<file path="src/hw/fan_valve_defines.svh">
// Register offsets, field positions, reset values and timing counts
`ifndef FAN_VALVE_DEFINES_SVH
`define FAN_VALVE_DEFINES_SVH

`define OFS_AUTO_MODE     8'h00
`define OFS_MANUAL_MODE   8'h04
`define OFS_DIRECT_SPEED  8'h08
`define OFS_HEAT_CV       8'h0C
`define OFS_COOL_CV       8'h10
`define OFS_FAN_THRESH    8'h14
`define OFS_FAN_HYST      8'h18
`define OFS_FAN_CFG       8'h1C
`define OFS_HEAT_CURVE    8'h20
`define OFS_COOL_CURVE    8'h24
`define OFS_VALVE_CFG     8'h28
`define OFS_MOD_PERIOD    8'h2C
`define OFS_STATUS        8'h30

`define FLD_CFG_STAGES    1:0
`define FLD_CFG_LIM_MIN   3:2
`define FLD_CFG_LIM_MAX   5:4
`define FLD_CURVE_VMIN    7:0
`define FLD_CURVE_VMAX    15:8
`define FLD_CURVE_CV_LOW  23:16
`define FLD_CURVE_CV_HIGH 31:24

// Thresholds 10 %, 40 %, 70 % of 255, rounded up
`define RST_FAN_THRESH    32'h00B3661A
`define RST_FAN_HYST      8'h00
`define RST_FAN_CFG       6'h33
`define RST_CURVE         32'hFF00FF00
`define RST_VALVE_CFG     2'h0

`define CLK_PERIOD_NS     8
`define TICK_TIME_NS      1000000
`define TICK_CYCLES       (`TICK_TIME_NS / `CLK_PERIOD_NS)
`define MOD_PERIOD_MIN    15
`define MOD_PERIOD_TICKS  (`MOD_PERIOD_MIN * 60 * (1000000000 / `TICK_TIME_NS))

`endif

</file>
<file path="src/hw/fan_valve_pkg.sv">
// Types shared by the fan and valve control logic
package fan_valve_pkg;

  // Fan speed, Gray coded along the up/down path
  typedef enum logic [1:0] {
    FAN_OFF = 2'b00,
    FAN_S1  = 2'b01,
    FAN_S2  = 2'b11,
    FAN_S3  = 2'b10
  } fan_speed_t;

endpackage

</file>
<file path="src/hw/fan_valve_ctrl.sv">
// Fan speed and valve actuator with an AHB-Lite register slave
`timescale 1ns/100ps
`default_nettype none
`include "fan_valve_defines.svh"

// Functional notes
// RULE1: Direct mode takes speed from received byte
// RULE2: Direct byte uses the automatic thresholds
// RULE3: Default thresholds 10, 40, 70 percent
// RULE4: One to three speeds, three contacts
// RULE5: Manual object leaves automatic, byte steers
// RULE6: Automatic object value one restores automatic
// RULE7: Automatic state reported as one bit
// RULE8: Limits applied after threshold decision only
// RULE9: Equal commands handled in arrival order
// RULE10: Thermal valves driven by pulse width
// RULE11: Drive polarity from normally open/closed
// RULE12: Valve position linear in control value
// RULE13: Opening range can be limited
// RULE14: Lower and upper control bands ignored
// RULE15: Heating and cooling curves held separately
// RULE16: Control byte 0..255 means 0..100 percent
// RULE17: Pulsed valve only fully open or closed
// RULE18: Open fraction of cycle equals control value
// RULE19: Value held per cycle, converted to time
// RULE20: Mid-cycle value waits; speed has hysteresis
module fan_valve_ctrl
  import fan_valve_pkg::*;
#(
  parameter int unsigned TICK_CYCLES = `TICK_CYCLES
) (
  input  wire logic        sys_clk_in,       // System clock, 125 MHz
  input  wire logic        rst_b_in,         // Async reset, active low
  input  wire logic        hsel_in,          // AHB slave select
  input  wire logic [31:0] haddr_in,         // AHB address
  input  wire logic [1:0]  htrans_in,        // AHB transfer type
  input  wire logic        hwrite_in,        // AHB write
  input  wire logic [2:0]  hsize_in,         // AHB size
  input  wire logic [31:0] hwdata_in,        // AHB write data
  input  wire logic        hready_in,        // AHB bus ready
  output logic [31:0]      hrdata_out,       // AHB read data
  output logic             hreadyout_out,    // AHB slave ready
  output logic             hresp_out,        // AHB response
  output logic [2:0]       fan_contact_out,  // Fan contacts, one per speed
  output logic             heat_valve_out,   // Heating valve relay
  output logic             cool_valve_out,   // Cooling valve relay
  output logic             auto_active_out   // Automatic fan control active
);

  ////////////////////////////////////////////////////////////////////////////
  // Declarations

  logic        addr_ok;
  logic        wr_pend;
  logic [7:0]  wr_addr;
  logic        auto_mode;
  logic [7:0]  direct_byte;
  logic [7:0]  heat_cv;
  logic [7:0]  cool_cv;
  logic [31:0] fan_thresh;
  logic [7:0]  fan_hyst;
  logic [5:0]  fan_cfg;
  logic [31:0] heat_curve;
  logic [31:0] cool_curve;
  logic [1:0]  valve_cfg;
  logic [31:0] mod_period;
  logic [31:0] tick_cnt;
  logic        tick;
  fan_speed_t  raw_speed;
  fan_speed_t  next_raw_speed;
  logic [7:0]  fan_input;
  logic [1:0]  raw_num;
  logic [1:0]  lim_lo;
  logic [1:0]  lim_hi;
  logic [1:0]  stages;
  logic [1:0]  ceil_num;
  logic [1:0]  final_num;
  logic [1:0]  valve_open;
  logic [1:0]  valve_drive;
  logic [7:0]  valve_pos [2];
  logic [7:0]  valve_cv [2];
  logic [31:0] valve_curve [2];
  logic [31:0] read_mux;
  logic        addr_phase;
  logic        wr_auto;
  logic        wr_manual;
  logic        wr_direct;
  logic        wr_heat_cv;
  logic        wr_cool_cv;
  logic        wr_hyst;
  logic        wr_thresh;
  logic        wr_fan_cfg;
  logic        wr_heat_crv;
  logic        wr_cool_crv;
  logic        wr_valve_cfg;
  logic        wr_period;
  logic [7:0]  fan_demand;

  ////////////////////////////////////////////////////////////////////////////
  // Helpers

  function automatic logic hit(input logic [7:0] a, input logic [7:0] ofs);
    hit = (a == ofs);
  endfunction

  function automatic logic [1:0] speed_num(input fan_speed_t s);
    case (s)
      FAN_OFF: speed_num = 2'h0;
      FAN_S1:  speed_num = 2'h1;
      FAN_S2:  speed_num = 2'h2;
      FAN_S3:  speed_num = 2'h3;
      default: speed_num = 2'h0;
    endcase
  endfunction

  ////////////////////////////////////////////////////////////////////////////
  // AHB-Lite slave, zero wait states, always OKAY

  assign hreadyout_out = 1'b1;
  assign hresp_out     = 1'b0;
  assign addr_phase    = hsel_in && htrans_in[1] && hready_in;
  assign addr_ok       = (haddr_in[31:8] == 24'h00_0000) && (haddr_in[1:0] == 2'h0);

  assign read_mux =
    hit(haddr_in[7:0], `OFS_AUTO_MODE)    ? {31'h0000_0000, auto_mode} :
    hit(haddr_in[7:0], `OFS_MANUAL_MODE)  ? {31'h0000_0000, ~auto_mode} :
    hit(haddr_in[7:0], `OFS_DIRECT_SPEED) ? {24'h00_0000, direct_byte} :
    hit(haddr_in[7:0], `OFS_HEAT_CV)      ? {24'h00_0000, heat_cv} :
    hit(haddr_in[7:0], `OFS_COOL_CV)      ? {24'h00_0000, cool_cv} :
    hit(haddr_in[7:0], `OFS_FAN_THRESH)   ? fan_thresh :
    hit(haddr_in[7:0], `OFS_FAN_HYST)     ? {24'h00_0000, fan_hyst} :
    hit(haddr_in[7:0], `OFS_FAN_CFG)      ? {26'h000_0000, fan_cfg} :
    hit(haddr_in[7:0], `OFS_HEAT_CURVE)   ? heat_curve :
    hit(haddr_in[7:0], `OFS_COOL_CURVE)   ? cool_curve :
    hit(haddr_in[7:0], `OFS_VALVE_CFG)    ? {30'h0000_0000, valve_cfg} :
    hit(haddr_in[7:0], `OFS_MOD_PERIOD)   ? mod_period :
    hit(haddr_in[7:0], `OFS_STATUS)       ? {valve_pos[1], valve_pos[0], 9'h000,
                                             valve_open, final_num, raw_num, auto_mode} :
                                            32'h0000_0000;

  // Address phase is captured; the write lands in the following data phase
  always_ff @(posedge sys_clk_in or negedge rst_b_in) begin
    if (!rst_b_in) begin
      wr_pend    <= 1'b0;
      wr_addr    <= 8'h00;
      hrdata_out <= 32'h0000_0000;
    end else begin
      wr_pend    <= addr_phase && hwrite_in && addr_ok;
      wr_addr    <= haddr_in[7:0];
      hrdata_out <= (addr_phase && !hwrite_in && addr_ok) ? read_mux : 32'h0000_0000;
    end
  end

  ////////////////////////////////////////////////////////////////////////////
  // Register file, one write per data phase in bus order

  assign wr_auto   = wr_pend && hit(wr_addr, `OFS_AUTO_MODE);
  assign wr_manual = wr_pend && hit(wr_addr, `OFS_MANUAL_MODE);

  // Write strobes, one per register
  assign wr_direct    = wr_pend && hit(wr_addr, `OFS_DIRECT_SPEED);
  assign wr_heat_cv   = wr_pend && hit(wr_addr, `OFS_HEAT_CV);
  assign wr_cool_cv   = wr_pend && hit(wr_addr, `OFS_COOL_CV);
  assign wr_hyst      = wr_pend && hit(wr_addr, `OFS_FAN_HYST);
  assign wr_thresh    = wr_pend && hit(wr_addr, `OFS_FAN_THRESH);
  assign wr_fan_cfg   = wr_pend && hit(wr_addr, `OFS_FAN_CFG);
  assign wr_heat_crv  = wr_pend && hit(wr_addr, `OFS_HEAT_CURVE);
  assign wr_cool_crv  = wr_pend && hit(wr_addr, `OFS_COOL_CURVE);
  assign wr_valve_cfg = wr_pend && hit(wr_addr, `OFS_VALVE_CFG);
  assign wr_period    = wr_pend && hit(wr_addr, `OFS_MOD_PERIOD);

  always_ff @(posedge sys_clk_in or negedge rst_b_in) begin
    if (!rst_b_in) begin
      auto_mode <= 1'b1;
    end else if (wr_auto) begin
      auto_mode <= hwdata_in[0];                                  // see RULE6 RULE9
    end else if (wr_manual && hwdata_in[0]) begin
      auto_mode <= 1'b0;                                          // see RULE5
    end
  end

  always_ff @(posedge sys_clk_in or negedge rst_b_in) begin
    if (!rst_b_in) begin
      direct_byte <= 8'h00;
      heat_cv     <= 8'h00;
      cool_cv     <= 8'h00;
      fan_hyst    <= `RST_FAN_HYST;
      fan_thresh  <= `RST_FAN_THRESH;                             // see RULE3
      fan_cfg     <= `RST_FAN_CFG;
    end else if (wr_pend) begin
      if (wr_direct) begin
        direct_byte <= hwdata_in[7:0];                            // see RULE1
      end
      if (wr_heat_cv) begin
        heat_cv <= hwdata_in[7:0];
      end
      if (wr_cool_cv) begin
        cool_cv <= hwdata_in[7:0];
      end
      if (wr_hyst) begin
        fan_hyst <= hwdata_in[7:0];
      end
      if (wr_thresh) begin
        fan_thresh <= hwdata_in;
      end
      if (wr_fan_cfg) begin
        fan_cfg <= hwdata_in[5:0];
      end
    end
  end

  always_ff @(posedge sys_clk_in or negedge rst_b_in) begin
    if (!rst_b_in) begin
      heat_curve <= `RST_CURVE;
      cool_curve <= `RST_CURVE;
      valve_cfg  <= `RST_VALVE_CFG;
      mod_period <= `MOD_PERIOD_TICKS;
    end else if (wr_pend) begin
      if (wr_heat_crv) begin
        heat_curve <= hwdata_in;                                  // see RULE15
      end
      if (wr_cool_crv) begin
        cool_curve <= hwdata_in;                                  // see RULE15
      end
      if (wr_valve_cfg) begin
        valve_cfg <= hwdata_in[1:0];
      end
      if (wr_period) begin
        mod_period <= hwdata_in;
      end
    end
  end

  ////////////////////////////////////////////////////////////////////////////
  // Fan speed by thresholds with hysteresis

  // Automatic mode follows the larger demand of heating and cooling
  assign fan_demand = (heat_cv > cool_cv) ? heat_cv : cool_cv;
  assign fan_input  = auto_mode ? fan_demand : direct_byte;       // see RULE1 RULE5

  // Steps one speed per cycle; up at a threshold, down below it minus hysteresis
  always_comb begin
    next_raw_speed = raw_speed;
    case (raw_speed)                                              // see RULE2 RULE20
      FAN_OFF: begin
        if (fan_input >= fan_thresh[7:0]) begin
          next_raw_speed = FAN_S1;
        end
      end
      FAN_S1: begin
        if (fan_input >= fan_thresh[15:8]) begin
          next_raw_speed = FAN_S2;
        end else if ({1'b0, fan_input} + {1'b0, fan_hyst} < {1'b0, fan_thresh[7:0]}) begin
          next_raw_speed = FAN_OFF;
        end
      end
      FAN_S2: begin
        if (fan_input >= fan_thresh[23:16]) begin
          next_raw_speed = FAN_S3;
        end else if ({1'b0, fan_input} + {1'b0, fan_hyst} < {1'b0, fan_thresh[15:8]}) begin
          next_raw_speed = FAN_S1;
        end
      end
      FAN_S3: begin
        if ({1'b0, fan_input} + {1'b0, fan_hyst} < {1'b0, fan_thresh[23:16]}) begin
          next_raw_speed = FAN_S2;
        end
      end
      default: next_raw_speed = FAN_OFF;
    endcase
  end

  always_ff @(posedge sys_clk_in or negedge rst_b_in) begin
    if (!rst_b_in) begin
      raw_speed <= FAN_OFF;
    end else begin
      raw_speed <= next_raw_speed;
    end
  end

  // Limits act on the chosen speed only, never on the threshold state
  assign raw_num   = speed_num(raw_speed);
  assign stages    = (fan_cfg[`FLD_CFG_STAGES] == 2'h0) ? 2'h1 : fan_cfg[`FLD_CFG_STAGES];
  assign lim_lo    = fan_cfg[`FLD_CFG_LIM_MIN];
  assign lim_hi    = fan_cfg[`FLD_CFG_LIM_MAX];
  assign ceil_num  = (lim_hi < stages) ? lim_hi : stages;
  assign final_num = (raw_num < lim_lo) ? ((lim_lo < ceil_num) ? lim_lo : ceil_num) :
                     (raw_num > ceil_num) ? ceil_num : raw_num;   // see RULE8 RULE4

  // One contact closed per speed, all open when off
  always_ff @(posedge sys_clk_in or negedge rst_b_in) begin
    if (!rst_b_in) begin
      fan_contact_out <= 3'h0;
      auto_active_out <= 1'b0;
    end else begin
      fan_contact_out <= {final_num == 2'h3, final_num == 2'h2, final_num == 2'h1}; // see RULE4
      auto_active_out <= auto_mode;                               // see RULE7
    end
  end

  ////////////////////////////////////////////////////////////////////////////
  // Modulation time base

  always_ff @(posedge sys_clk_in or negedge rst_b_in) begin
    if (!rst_b_in) begin
      tick_cnt <= 32'h0000_0000;
      tick     <= 1'b0;
    end else if (tick_cnt >= TICK_CYCLES - 1) begin
      tick_cnt <= 32'h0000_0000;
      tick     <= 1'b1;
    end else begin
      tick_cnt <= tick_cnt + 32'h0000_0001;
      tick     <= 1'b0;
    end
  end

  ////////////////////////////////////////////////////////////////////////////
  // Heating (0) and cooling (1) valve channels

  assign valve_cv[0]    = heat_cv;
  assign valve_cv[1]    = cool_cv;
  assign valve_curve[0] = heat_curve;
  assign valve_curve[1] = cool_curve;

  for (genvar ch = 0; ch < 2; ch++) begin : g_valve
    valve_channel u_valve (                                       // see RULE15
      .sys_clk_in   (sys_clk_in),
      .rst_b_in     (rst_b_in),
      .cv_in        (valve_cv[ch]),
      .curve_in     (valve_curve[ch]),
      .norm_open_in (valve_cfg[ch]),
      .period_in    (mod_period),
      .tick_in      (tick),
      .drive_out    (valve_drive[ch]),
      .open_out     (valve_open[ch]),
      .pos_out      (valve_pos[ch])
    );
  end

  assign heat_valve_out = valve_drive[0];
  assign cool_valve_out = valve_drive[1];

endmodule // fan_valve_ctrl

`default_nettype wire

</file>
<file path="src/hw/valve_channel.sv">
// One valve output: curve adaptation and pulse width modulation
`timescale 1ns/100ps
`default_nettype none
`include "fan_valve_defines.svh"

module valve_channel (
  input  wire logic        sys_clk_in,    // System clock
  input  wire logic        rst_b_in,      // Async reset, active low
  input  wire logic [7:0]  cv_in,         // Control value 0..255
  input  wire logic [31:0] curve_in,      // Band and range limits
  input  wire logic        norm_open_in,  // Drive opens when de-energised
  input  wire logic [31:0] period_in,     // Modulation period in ticks
  input  wire logic        tick_in,       // One-cycle time base pulse
  output logic             drive_out,     // Relay drive to the valve
  output logic             open_out,      // Valve commanded open
  output logic [7:0]       pos_out        // Position latched for this cycle
);

  logic [7:0]  vmin;
  logic [7:0]  vmax;
  logic [7:0]  span;
  logic [7:0]  eff_cv;
  logic [8:0]  eff9;
  logic [16:0] scaled;
  logic [7:0]  next_pos;
  logic [8:0]  pos9;
  logic [40:0] on_prod;
  logic [31:0] last_tick;
  logic        cycle_end;
  logic [31:0] cyc_cnt;
  logic [31:0] on_ticks;

  assign vmin   = curve_in[`FLD_CURVE_VMIN];
  assign vmax   = curve_in[`FLD_CURVE_VMAX];
  assign span   = (vmax > vmin) ? (vmax - vmin) : 8'h00;                 // see RULE13
  // Inside the lower band the valve goes to vmin, inside the upper band to vmax
  assign eff_cv = (cv_in <= curve_in[`FLD_CURVE_CV_LOW])  ? 8'h00 :      // see RULE14
                  (cv_in >= curve_in[`FLD_CURVE_CV_HIGH]) ? 8'hFF : cv_in;
  assign eff9   = {1'b0, eff_cv} + {8'h00, eff_cv[7]};                   // see RULE16
  assign scaled = span * eff9;                                           // see RULE12
  assign next_pos = vmin + scaled[15:8];
  assign pos9   = {1'b0, next_pos} + {8'h00, next_pos[7]};
  assign on_prod   = period_in * pos9;                                   // see RULE18
  assign last_tick = (period_in == 32'h0000_0000) ? 32'h0000_0000 : period_in - 32'h0000_0001;
  assign cycle_end = tick_in && (cyc_cnt >= last_tick);

  // Value is frozen for a whole cycle and only taken at the cycle boundary
  always_ff @(posedge sys_clk_in or negedge rst_b_in) begin
    if (!rst_b_in) begin
      cyc_cnt  <= 32'h0000_0000;
      on_ticks <= 32'h0000_0000;
      pos_out  <= 8'h00;
    end else if (cycle_end) begin
      cyc_cnt  <= 32'h0000_0000;
      pos_out  <= next_pos;                                              // see RULE20
      on_ticks <= on_prod[39:8];                                         // see RULE19
    end else if (tick_in) begin
      cyc_cnt  <= cyc_cnt + 32'h0000_0001;
    end
  end

  always_ff @(posedge sys_clk_in or negedge rst_b_in) begin
    if (!rst_b_in) begin
      open_out  <= 1'b0;
      drive_out <= 1'b0;
    end else begin
      open_out  <= (cyc_cnt < on_ticks);                                 // see RULE17
      drive_out <= (cyc_cnt < on_ticks) ^ norm_open_in;                  // see RULE11 RULE10
    end
  end

endmodule // valve_channel

`default_nettype wire

</file>
<file path="config.mk">
export PLATFORM = sky130hd
export DESIGN_NAME = fan_valve_ctrl
export DESIGN_NICKNAME = d
export VERILOG_FILES = /design/src/hw/fan_valve_pkg.sv /design/src/hw/fan_valve_ctrl.sv /design/src/hw/valve_channel.sv
export VERILOG_INCLUDE_DIRS = /design/src /design/src/hw
export SDC_FILE = /design/constraint.sdc
export NUM_CORES = 2
export LEC_CHECK = 0
export BUFFER_PORTS_ARGS = -buffer_cell sky130_fd_sc_hd__clkbuf_2
export CELL_PAD_IN_SITES_DETAIL_PLACEMENT = 0
export CELL_PAD_IN_SITES_GLOBAL_PLACEMENT = 2
export CORE_MARGIN = 2
export CORE_UTILIZATION = 25
export CTS_BUF_LIST = sky130_fd_sc_hd__clkbuf_8 sky130_fd_sc_hd__clkbuf_16
export DETAILED_ROUTE_END_ITERATION = 16
export GPL_TIMING_DRIVEN = 1
export PLACE_DENSITY = 0.51
export SYNTH_ARGS = -nofsm -noshare
export SYNTH_HDL_FRONTEND = slang
export SYNTH_SLANG_ARGS = --single-unit
</file>
<file path="constraint.sdc">
create_clock -name sys_clk_in -period 15.9 [get_ports sys_clk_in]
set_clock_uncertainty 0.1 [all_clocks]
set_input_delay 3.18 -clock sys_clk_in [delete_from_list [all_inputs] [get_ports sys_clk_in]]
set_output_delay 3.18 -clock sys_clk_in [all_outputs]
set_load 0.01 [all_outputs]
</file>
## Word-level counts from Yosys, hierarchy flattened

Index checks and enable logic that the tools add are counted.

| storage, ports and cells | value |
|---|---|
| register bits after elaboration | 397 |
| output and inout bits | 40 |

| cells by class | value |
|---|---|
| $add $sub $neg | 13 |
| multiply operators | 4 |
| order comparisons | 22 |
| equal/unequal tests | 33 |
| muxes and demuxes | 44 |
| bitwise logic cells | 3 |
| reduce and logical (&&, ||, !) cells | 44 |

Operator list:

| cell | count |
|---|---|
| $mux 32 | 20 |
| $add 32x1->32 const B | 3 |
| $mul 32x9->40 | 2 |
| $eq 8x6->1 const B | 9 |
| $eq 8x5->1 const B | 8 |
| $ge 32x32->1 | 2 |
| $lt 32x32->1 | 2 |
| $mux 8 | 8 |
| $ge 8x8->1 | 5 |
| $add 8x1->9 | 4 |
| $eq 8x4->1 const B | 4 |
| $ge 32x17->1 const B | 1 |
| $logic_not 32->1 | 1 |
| $mul 8x9->16 | 2 |
| $sub 32x1->32 const B | 1 |
| $lt 9x8->1 | 3 |
| $gt 8x8->1 | 3 |
| $logic_not 24->1 | 1 |
| $logic_and 1x1->1 | 22 |
| $mux 2 | 11 |
| $reduce_and 2->1 | 10 |
| $add 8x8->8 | 2 |
| $eq 8x3->1 const B | 2 |
| $le 8x8->1 | 2 |
| 17 further kinds | 35 |

## Longest topological paths before layout

| logic depth | value |
|---|---|
| word-level depth | 21 |
| mapped depth | 65 |

## Modules after synthesis

From an unflattened synthesis, not the netlist that was laid out.

| unflattened totals | value |
|---|---|
| cell total of the unflattened synthesis | 5084 |
| area, all modules | 46622.2 sq um |

Modules (own cells, without submodules):

| module | instances | cells an instance | area an instance (sq um) |
|---|---|---|---|
| valve_channel at g_valve[0].u_valve | 1 | 2019 | 17117.7 |
| valve_channel at g_valve[1].u_valve | 1 | 1971 | 16774.8 |
| fan_valve_ctrl | 1 | 1094 | 12729.7 |

## Least setup slack after synthesis

Ideal clock, no wire load.

| timing | value |
|---|---|
| kind | flip-flop to flip-flop |
| start | reg heat_cv[3] |
| end | reg g_valve[0].u_valve.on_ticks[26] |
| library setup time | 126 ps |
| arrival time | 14007 ps |
| data required time | 15674 ps |
| setup slack | 1667 ps |
| stages on the path, launching flop included | 60 |
| clock period less this slack | 14233 ps |
| cell sequence | dfrtp_1 -> ha_1 -> nand3_1 -> o21bai_1 -> a31o_2 -> a21oi_1 -> clkbuf_1 -> o21a_1 -> ha_1 -> ha_1 -> clkbuf_1 -> a41oi_1 -> mux2i_1 -> o211ai_1 -> or2_2 -> fa_1 -> inv_1 -> fa_1 -> [... 24 more ...] -> fa_1 -> fa_1 -> inv_1 -> fa_1 -> inv_1 -> fa_1 -> inv_1 -> ha_1 -> a21o_1 -> a2111oi_0 -> a21boi_0 -> o2111a_1 -> nor2_1 -> a221oi_1 -> o21ai_0 -> a21oi_1 -> xor2_1 -> mux2i_1 |

| on the way | value |
|---|---|
| word-level cells in the longest chain between the ends | 8 |

RTL lines:

| what | line | RTL |
|---|---|---|
| start, declared | fan_valve_ctrl.sv:58 | `logic [7:0] heat_cv;` |
| start signal, assigned | fan_valve_ctrl.sv:195 | `heat_cv <= hwdata_in[7:0];` |
| $ge 8x8->1 | valve_channel.sv:38 | `` (cv_in >= curve_in[`FLD_CURVE_CV_HIGH]) ? 8'hFF : cv_in; `` |
| $mux 8 | valve_channel.sv:38 |  |
| $mux 8 * | valve_channel.sv:37 | `` assign eff_cv = (cv_in <= curve_in[`FLD_CURVE_CV_LOW]) ? 8'h00 : `` |
| $add 8x1->9 * | valve_channel.sv:39 | `assign eff9 = {1'b0, eff_cv} + {8'h00, eff_cv[7]};` |
| $mul 8x9->16 * | valve_channel.sv:40 | `assign scaled = span * eff9;` |
| $add 8x8->8 * | valve_channel.sv:41 | `assign next_pos = vmin + scaled[15:8];` |
| named net g_valve[0].u_valve.next_pos[7] | valve_channel.sv:25 | `logic [7:0] next_pos;` |
| $add 8x1->9 * | valve_channel.sv:42 | `assign pos9 = {1'b0, next_pos} + {8'h00, next_pos[7]};` |
| $mul 32x9->40 * | valve_channel.sv:43 | `assign on_prod = period_in * pos9;` |
| end signal, assigned | valve_channel.sv:56 | `on_ticks <= on_prod[39:8];` |
| end, declared | valve_channel.sv:31 | `logic [31:0] on_ticks;` |

The timed path passes the listed nets; every way through them passes the cells marked *.
A chain may end at the register's enable or synchronous reset.

## Worst setup path in the final report

| timing | value |
|---|---|
| start | reg heat_curve[29] |
| end | reg g_valve[0].u_valve.on_ticks[31] |

| on the way | value |
|---|---|
| word-level cells in the longest chain between the ends | 8 |

RTL lines:

| what | line | RTL |
|---|---|---|
| start, declared | fan_valve_ctrl.sv:63 | `logic [31:0] heat_curve;` |
| start signal, assigned | fan_valve_ctrl.sv:214 | `` heat_curve <= `RST_CURVE; `` |
| start signal, assigned | fan_valve_ctrl.sv:220 | `heat_curve <= hwdata_in;` |
| $ge 8x8->1 | valve_channel.sv:38 |  |
| $mux 8 | valve_channel.sv:38 |  |
| $mux 8 | valve_channel.sv:37 |  |
| $add 8x1->9 | valve_channel.sv:39 |  |
| $mul 8x9->16 | valve_channel.sv:40 |  |
| $add 8x8->8 | valve_channel.sv:41 |  |
| named net g_valve[0].u_valve.next_pos[7] | valve_channel.sv:25 |  |
| $add 8x1->9 | valve_channel.sv:42 |  |
| $mul 32x9->40 | valve_channel.sv:43 |  |

The timed path passes the listed nets, and every way through them passes these cells.

==> implementation parameters <==
Parameter                              Value

Run status
  Run status    finished clean

Cells and area
  Final #Nets    about 6000
  Commonest non-fill, non-tap cell in the layout    sky130_fd_sc_hd__inv_1
  Share of final-layout standard cells stronger than drive strength 1    12.8%
  Filler cell count in the final layout    just under 20000
  Synthesis-to-layout area growth    13.6%
  Commonest non-fill, non-tap cells in the layout    sky130_fd_sc_hd__inv_1, sky130_fd_sc_hd__fa_1, sky130_fd_sc_hd__ha_1
  Total non-filler cell area in the finished layout    51400 um2

Worst setup path
  Source of the worst register-to-register timing path    heat_curve[29]$_DFFE_PN1P_
  Type of the worst setup path    reg2reg
  Slowest-stage cell, CP    sky130_fd_sc_hd__fa_1
  Crit-path max FO    7
  Kind of end point of the critical path    flip-flop
  Most common cell type on the critical path    sky130_fd_sc_hd__fa_1
  Capture point of the worst reg-to-reg path    g_valve[0].u_valve.on_ticks[31]$_DFFE_PN0P_
  Signal arrival time at the worst endpoint    ~16000 ps
  Critical path launch point type    flip-flop
  Worst stage delay on the critical path    600 ps
  Required time of the critical path    between 15000 and 20000 ps
  Number of cells on the worst reg-to-reg path    59
  Register-to-register setup slack    860 ps

Synth
  Fraction of registers with async set or reset after synthesis    100%
  Area fraction of the dominant cell type after synthesis    22.2%
  Count of different cell masters after synthesis    slightly below 90
  Sequential share of the synthesized area    approximately 22%
  Number of flip-flops and latches in the synthesized netlist    397
  Cells after synthesis    roughly 5000
  Top cell type by total area after synthesis    sky130_fd_sc_hd__fa_1
  Post-synthesis instance area    45300 um2
  Total number of yosys warnings    0
  Number of flops mapped to enable cells by yosys    0
  Mean area per synthesized cell    9.31 um2
  Top cells by area in the synthesized netlist    sky130_fd_sc_hd__fa_1, sky130_fd_sc_hd__dfrtp_1, sky130_fd_sc_hd__ha_1, sky130_fd_sc_hd__inv_1, sky130_fd_sc_hd__mux2_2
  Most instantiated flip-flop cell in the synthesis netlist    sky130_fd_sc_hd__dfrtp_1

Clocking
  Number of buffers inserted during clock tree synthesis    56
  Clock transition at the register clock pins on the worst setup and hold paths after CTS    ~60 ps
  Clock sink total    397
  Htree depth    2
  Insertion delay of the later-clocked pin in the worst-skew pair    between 700 and 800 ps
  TritonCTS clock tree    built
  Cell at the root of the clock tree    sky130_fd_sc_hd__clkbuf_16
  Worst-case clock buffer depth    3

Timing
  Minimum setup slack in the final design    861 ps
  Number of pins with negative max-slew slack in the final report    0
  Measured slew at the worst slew-check pin    1260 ps
  Worst slack on hold paths    374 ps
  Worst slew slack as a fraction of its limit    between 10% and 20%
  Max Clk Rate    66.5 MHz
  Min Clock Period, post-route    15040 ps
  Fin. Hold Viols    0
  Setup Viol. Count Final    0
  Tcrit/Tclk final    94.6%

Place
  Hpwl dp    around 130 mm
  Port bufs    107
  Last weighted congestion value of the routability-driven placer    0.792
  Placed cell areas    49300 um2
  Minimum setup slack after placement    248 ps

Drt
  Met3 wirelength from detailed routing    3.24 mm
  Iter 0 DRT Violations    about 1500
  Detailed-routing iteration count for the pre-antenna-repair pass    8
  DRT Wirelength    159 mm
  DRC violations left    0
  Total via count after detailed routing    33500
  Length of routed met2 wiring    81.1 mm
  Per-cell via count in the routed design    4.52
  Number of nets with antenna violations after routing    0
  Highest routed layer    met5
  Post-detailed-route wirelength per cell    between 20 and 25 um
  Post-route met1 wirelength    70.8 mm

Die
  Die Width    430 um
  I/O pin cnt    114
  Die height    430 um
  Die area    185000 um2
  Floorplan row count    156
  Initial Util    about a quarter
  Core ar.    180000 um2

Global route
  Initial antenna violation count    12
  Largest net degree at the start of global routing    90
  Global-route wire length before repair    241 mm
  GRT Resource Usage Total    17.4%
  Vias in the first global route    roughly 37000
  Total congestion overflow    0

Hold path
  Worst hold path cell count    1
  Worst min-delay path endpoint    tick_cnt[0]$_DFF_PN0_
  Hold/Removal Path Class    reg2reg
  Hold wc startpoint    tick_cnt[0]$_DFF_PN0_

Run
  Number of maximum-capacitance violations    0
-- critical path, delay by kind of cell, from the launching register on --
family	cells	cell delay, ps
adder cells (fa/ha/maj)	15	6170
AO/OA/AOI/OAI	17	3660
AND/OR/NAND/NOR	10	1850
XOR/XNOR	5	1190
buffers and inverters	10	1050
flip-flops	1	530
multiplexers	2	350
-- sequential cells by signal (all words and copies together) (netlist names) --
name / count
auto_mode: 1
direct_byte: 8
wr_pend: 1
fan_hyst: 8
auto_active_out: 1
wr_addr: 8
heat_cv: 8
raw_speed: 2
hrdata_out: 32
g_valve.u_valve.pos_out: 16
fan_contact_out: 3
tick: 1
g_valve.u_valve.open_out: 2
heat_curve: 32
cool_curve: 32
mod_period: 32
valve_cfg: 2
g_valve.u_valve.drive_out: 2
g_valve.u_valve.cyc_cnt: 64
g_valve.u_valve.on_ticks: 64
fan_thresh: 32
fan_cfg: 6
tick_cnt: 32
cool_cv: 8
-- final cells by class --
cell class	count	area, um2	area share [%]
flip-flops and latches	397	10000	19.5
repair buffers	256	1680	3.26
clock inverters	33	310	0.603
inverters	732	2750	5.34
well taps	2370	2970	5.77
diodes	5	12.5	0.0243
clock buffers	72	1630	3.17
multi-input cells	3548	32100	62.4
-- per-layer routing --
| metal | track usage [%] | vias up |
|---|---|---|
| met4 | 4.63 | 2 |
| met5 | 0 | - |
| met3 | 1.53 | 135 |
| li1 | - | 16100 |
| met2 | 31.6 | 321 |
| met1 | 21.9 | 17000 |
-- repair_timing --
| item | in CTS | in global routing |
|---|---|---|
| endpoints found under the setup margin | 0 | 32 |
| resized for setup | 0 | 22 |
| endpoints found under the hold margin | 0 | 0 |
| buffers inserted | 0 | 5 |
| hold buffers | 0 | 0 |
-- how the worst max path moves through the flow --
stage                                    start                                           to  slack, ps
detailed placement  heat_curve[29]$_DFFE_PN1P_  g_valve[0].u_valve.on_ticks[31]$_DFFE_PN0P_        250
CTS                 heat_curve[29]$_DFFE_PN1P_  g_valve[0].u_valve.on_ticks[31]$_DFFE_PN0P_        220
global placement    heat_curve[29]$_DFFE_PN1P_  g_valve[0].u_valve.on_ticks[31]$_DFFE_PN0P_        260
floorplan               heat_cv[3]$_DFFE_PN0P_  g_valve[0].u_valve.on_ticks[26]$_DFFE_PN0P_       1670
global route            cool_cv[1]$_DFFE_PN0P_  g_valve[1].u_valve.on_ticks[25]$_DFFE_PN0P_        -20
finish              heat_curve[29]$_DFFE_PN1P_  g_valve[0].u_valve.on_ticks[31]$_DFFE_PN0P_        860
-- cells by family (layout without fill, tap and decap cells) --
kind of cell | Yosys count | count (layout) | share of synthesized area, %
compound gates | 670 | 670 | 9.83
buf+inv | 933 | 1093 | 7.84
fa+ha+maj | 949 | 949 | 34.6
simple gates | 1477 | 1477 | 16.2
mux | 209 | 209 | 5.07
xor+xnor | 225 | 226 | 4.42
flops | 397 | 397 | 22.1
other cells | 2 | 22 | 0.0166
-- stage by stage --
step | std cells | TNS, ps | utilization, %
2_1_floorplan | 4877 | 0 | -
3_3_place_gp | 7297 | 0 | 27.3
3_5_place_dp | 7297 | 0 | 27.3
4_1_cts | 7402 | 0 | 28.4
5_1_grt | 7408 | -23.1 | 28.5
6_report | 7413 | 0 | 28.5
-- synthesized netlist by cell type (64+ instances only) --
cell type and count:
sky130_fd_sc_hd__and2_1 212, sky130_fd_sc_hd__ha_1 446, sky130_fd_sc_hd__xnor2_1 125, sky130_fd_sc_hd__nand2_1 444, sky130_fd_sc_hd__a21o_1 132, sky130_fd_sc_hd__o21ai_0 123
sky130_fd_sc_hd__inv_1 732, sky130_fd_sc_hd__a21oi_1 175, sky130_fd_sc_hd__nand3_1 64, sky130_fd_sc_hd__xor2_1 98, sky130_fd_sc_hd__dfrtp_1 337, sky130_fd_sc_hd__clkbuf_1 176
sky130_fd_sc_hd__fa_1 503, sky130_fd_sc_hd__nor2_1 320, sky130_fd_sc_hd__nor2b_1 149, sky130_fd_sc_hd__mux2_2 163
Power is not shown: default switching activity piles up to over one toggle a cycle in this logic, so the estimate is an artifact.
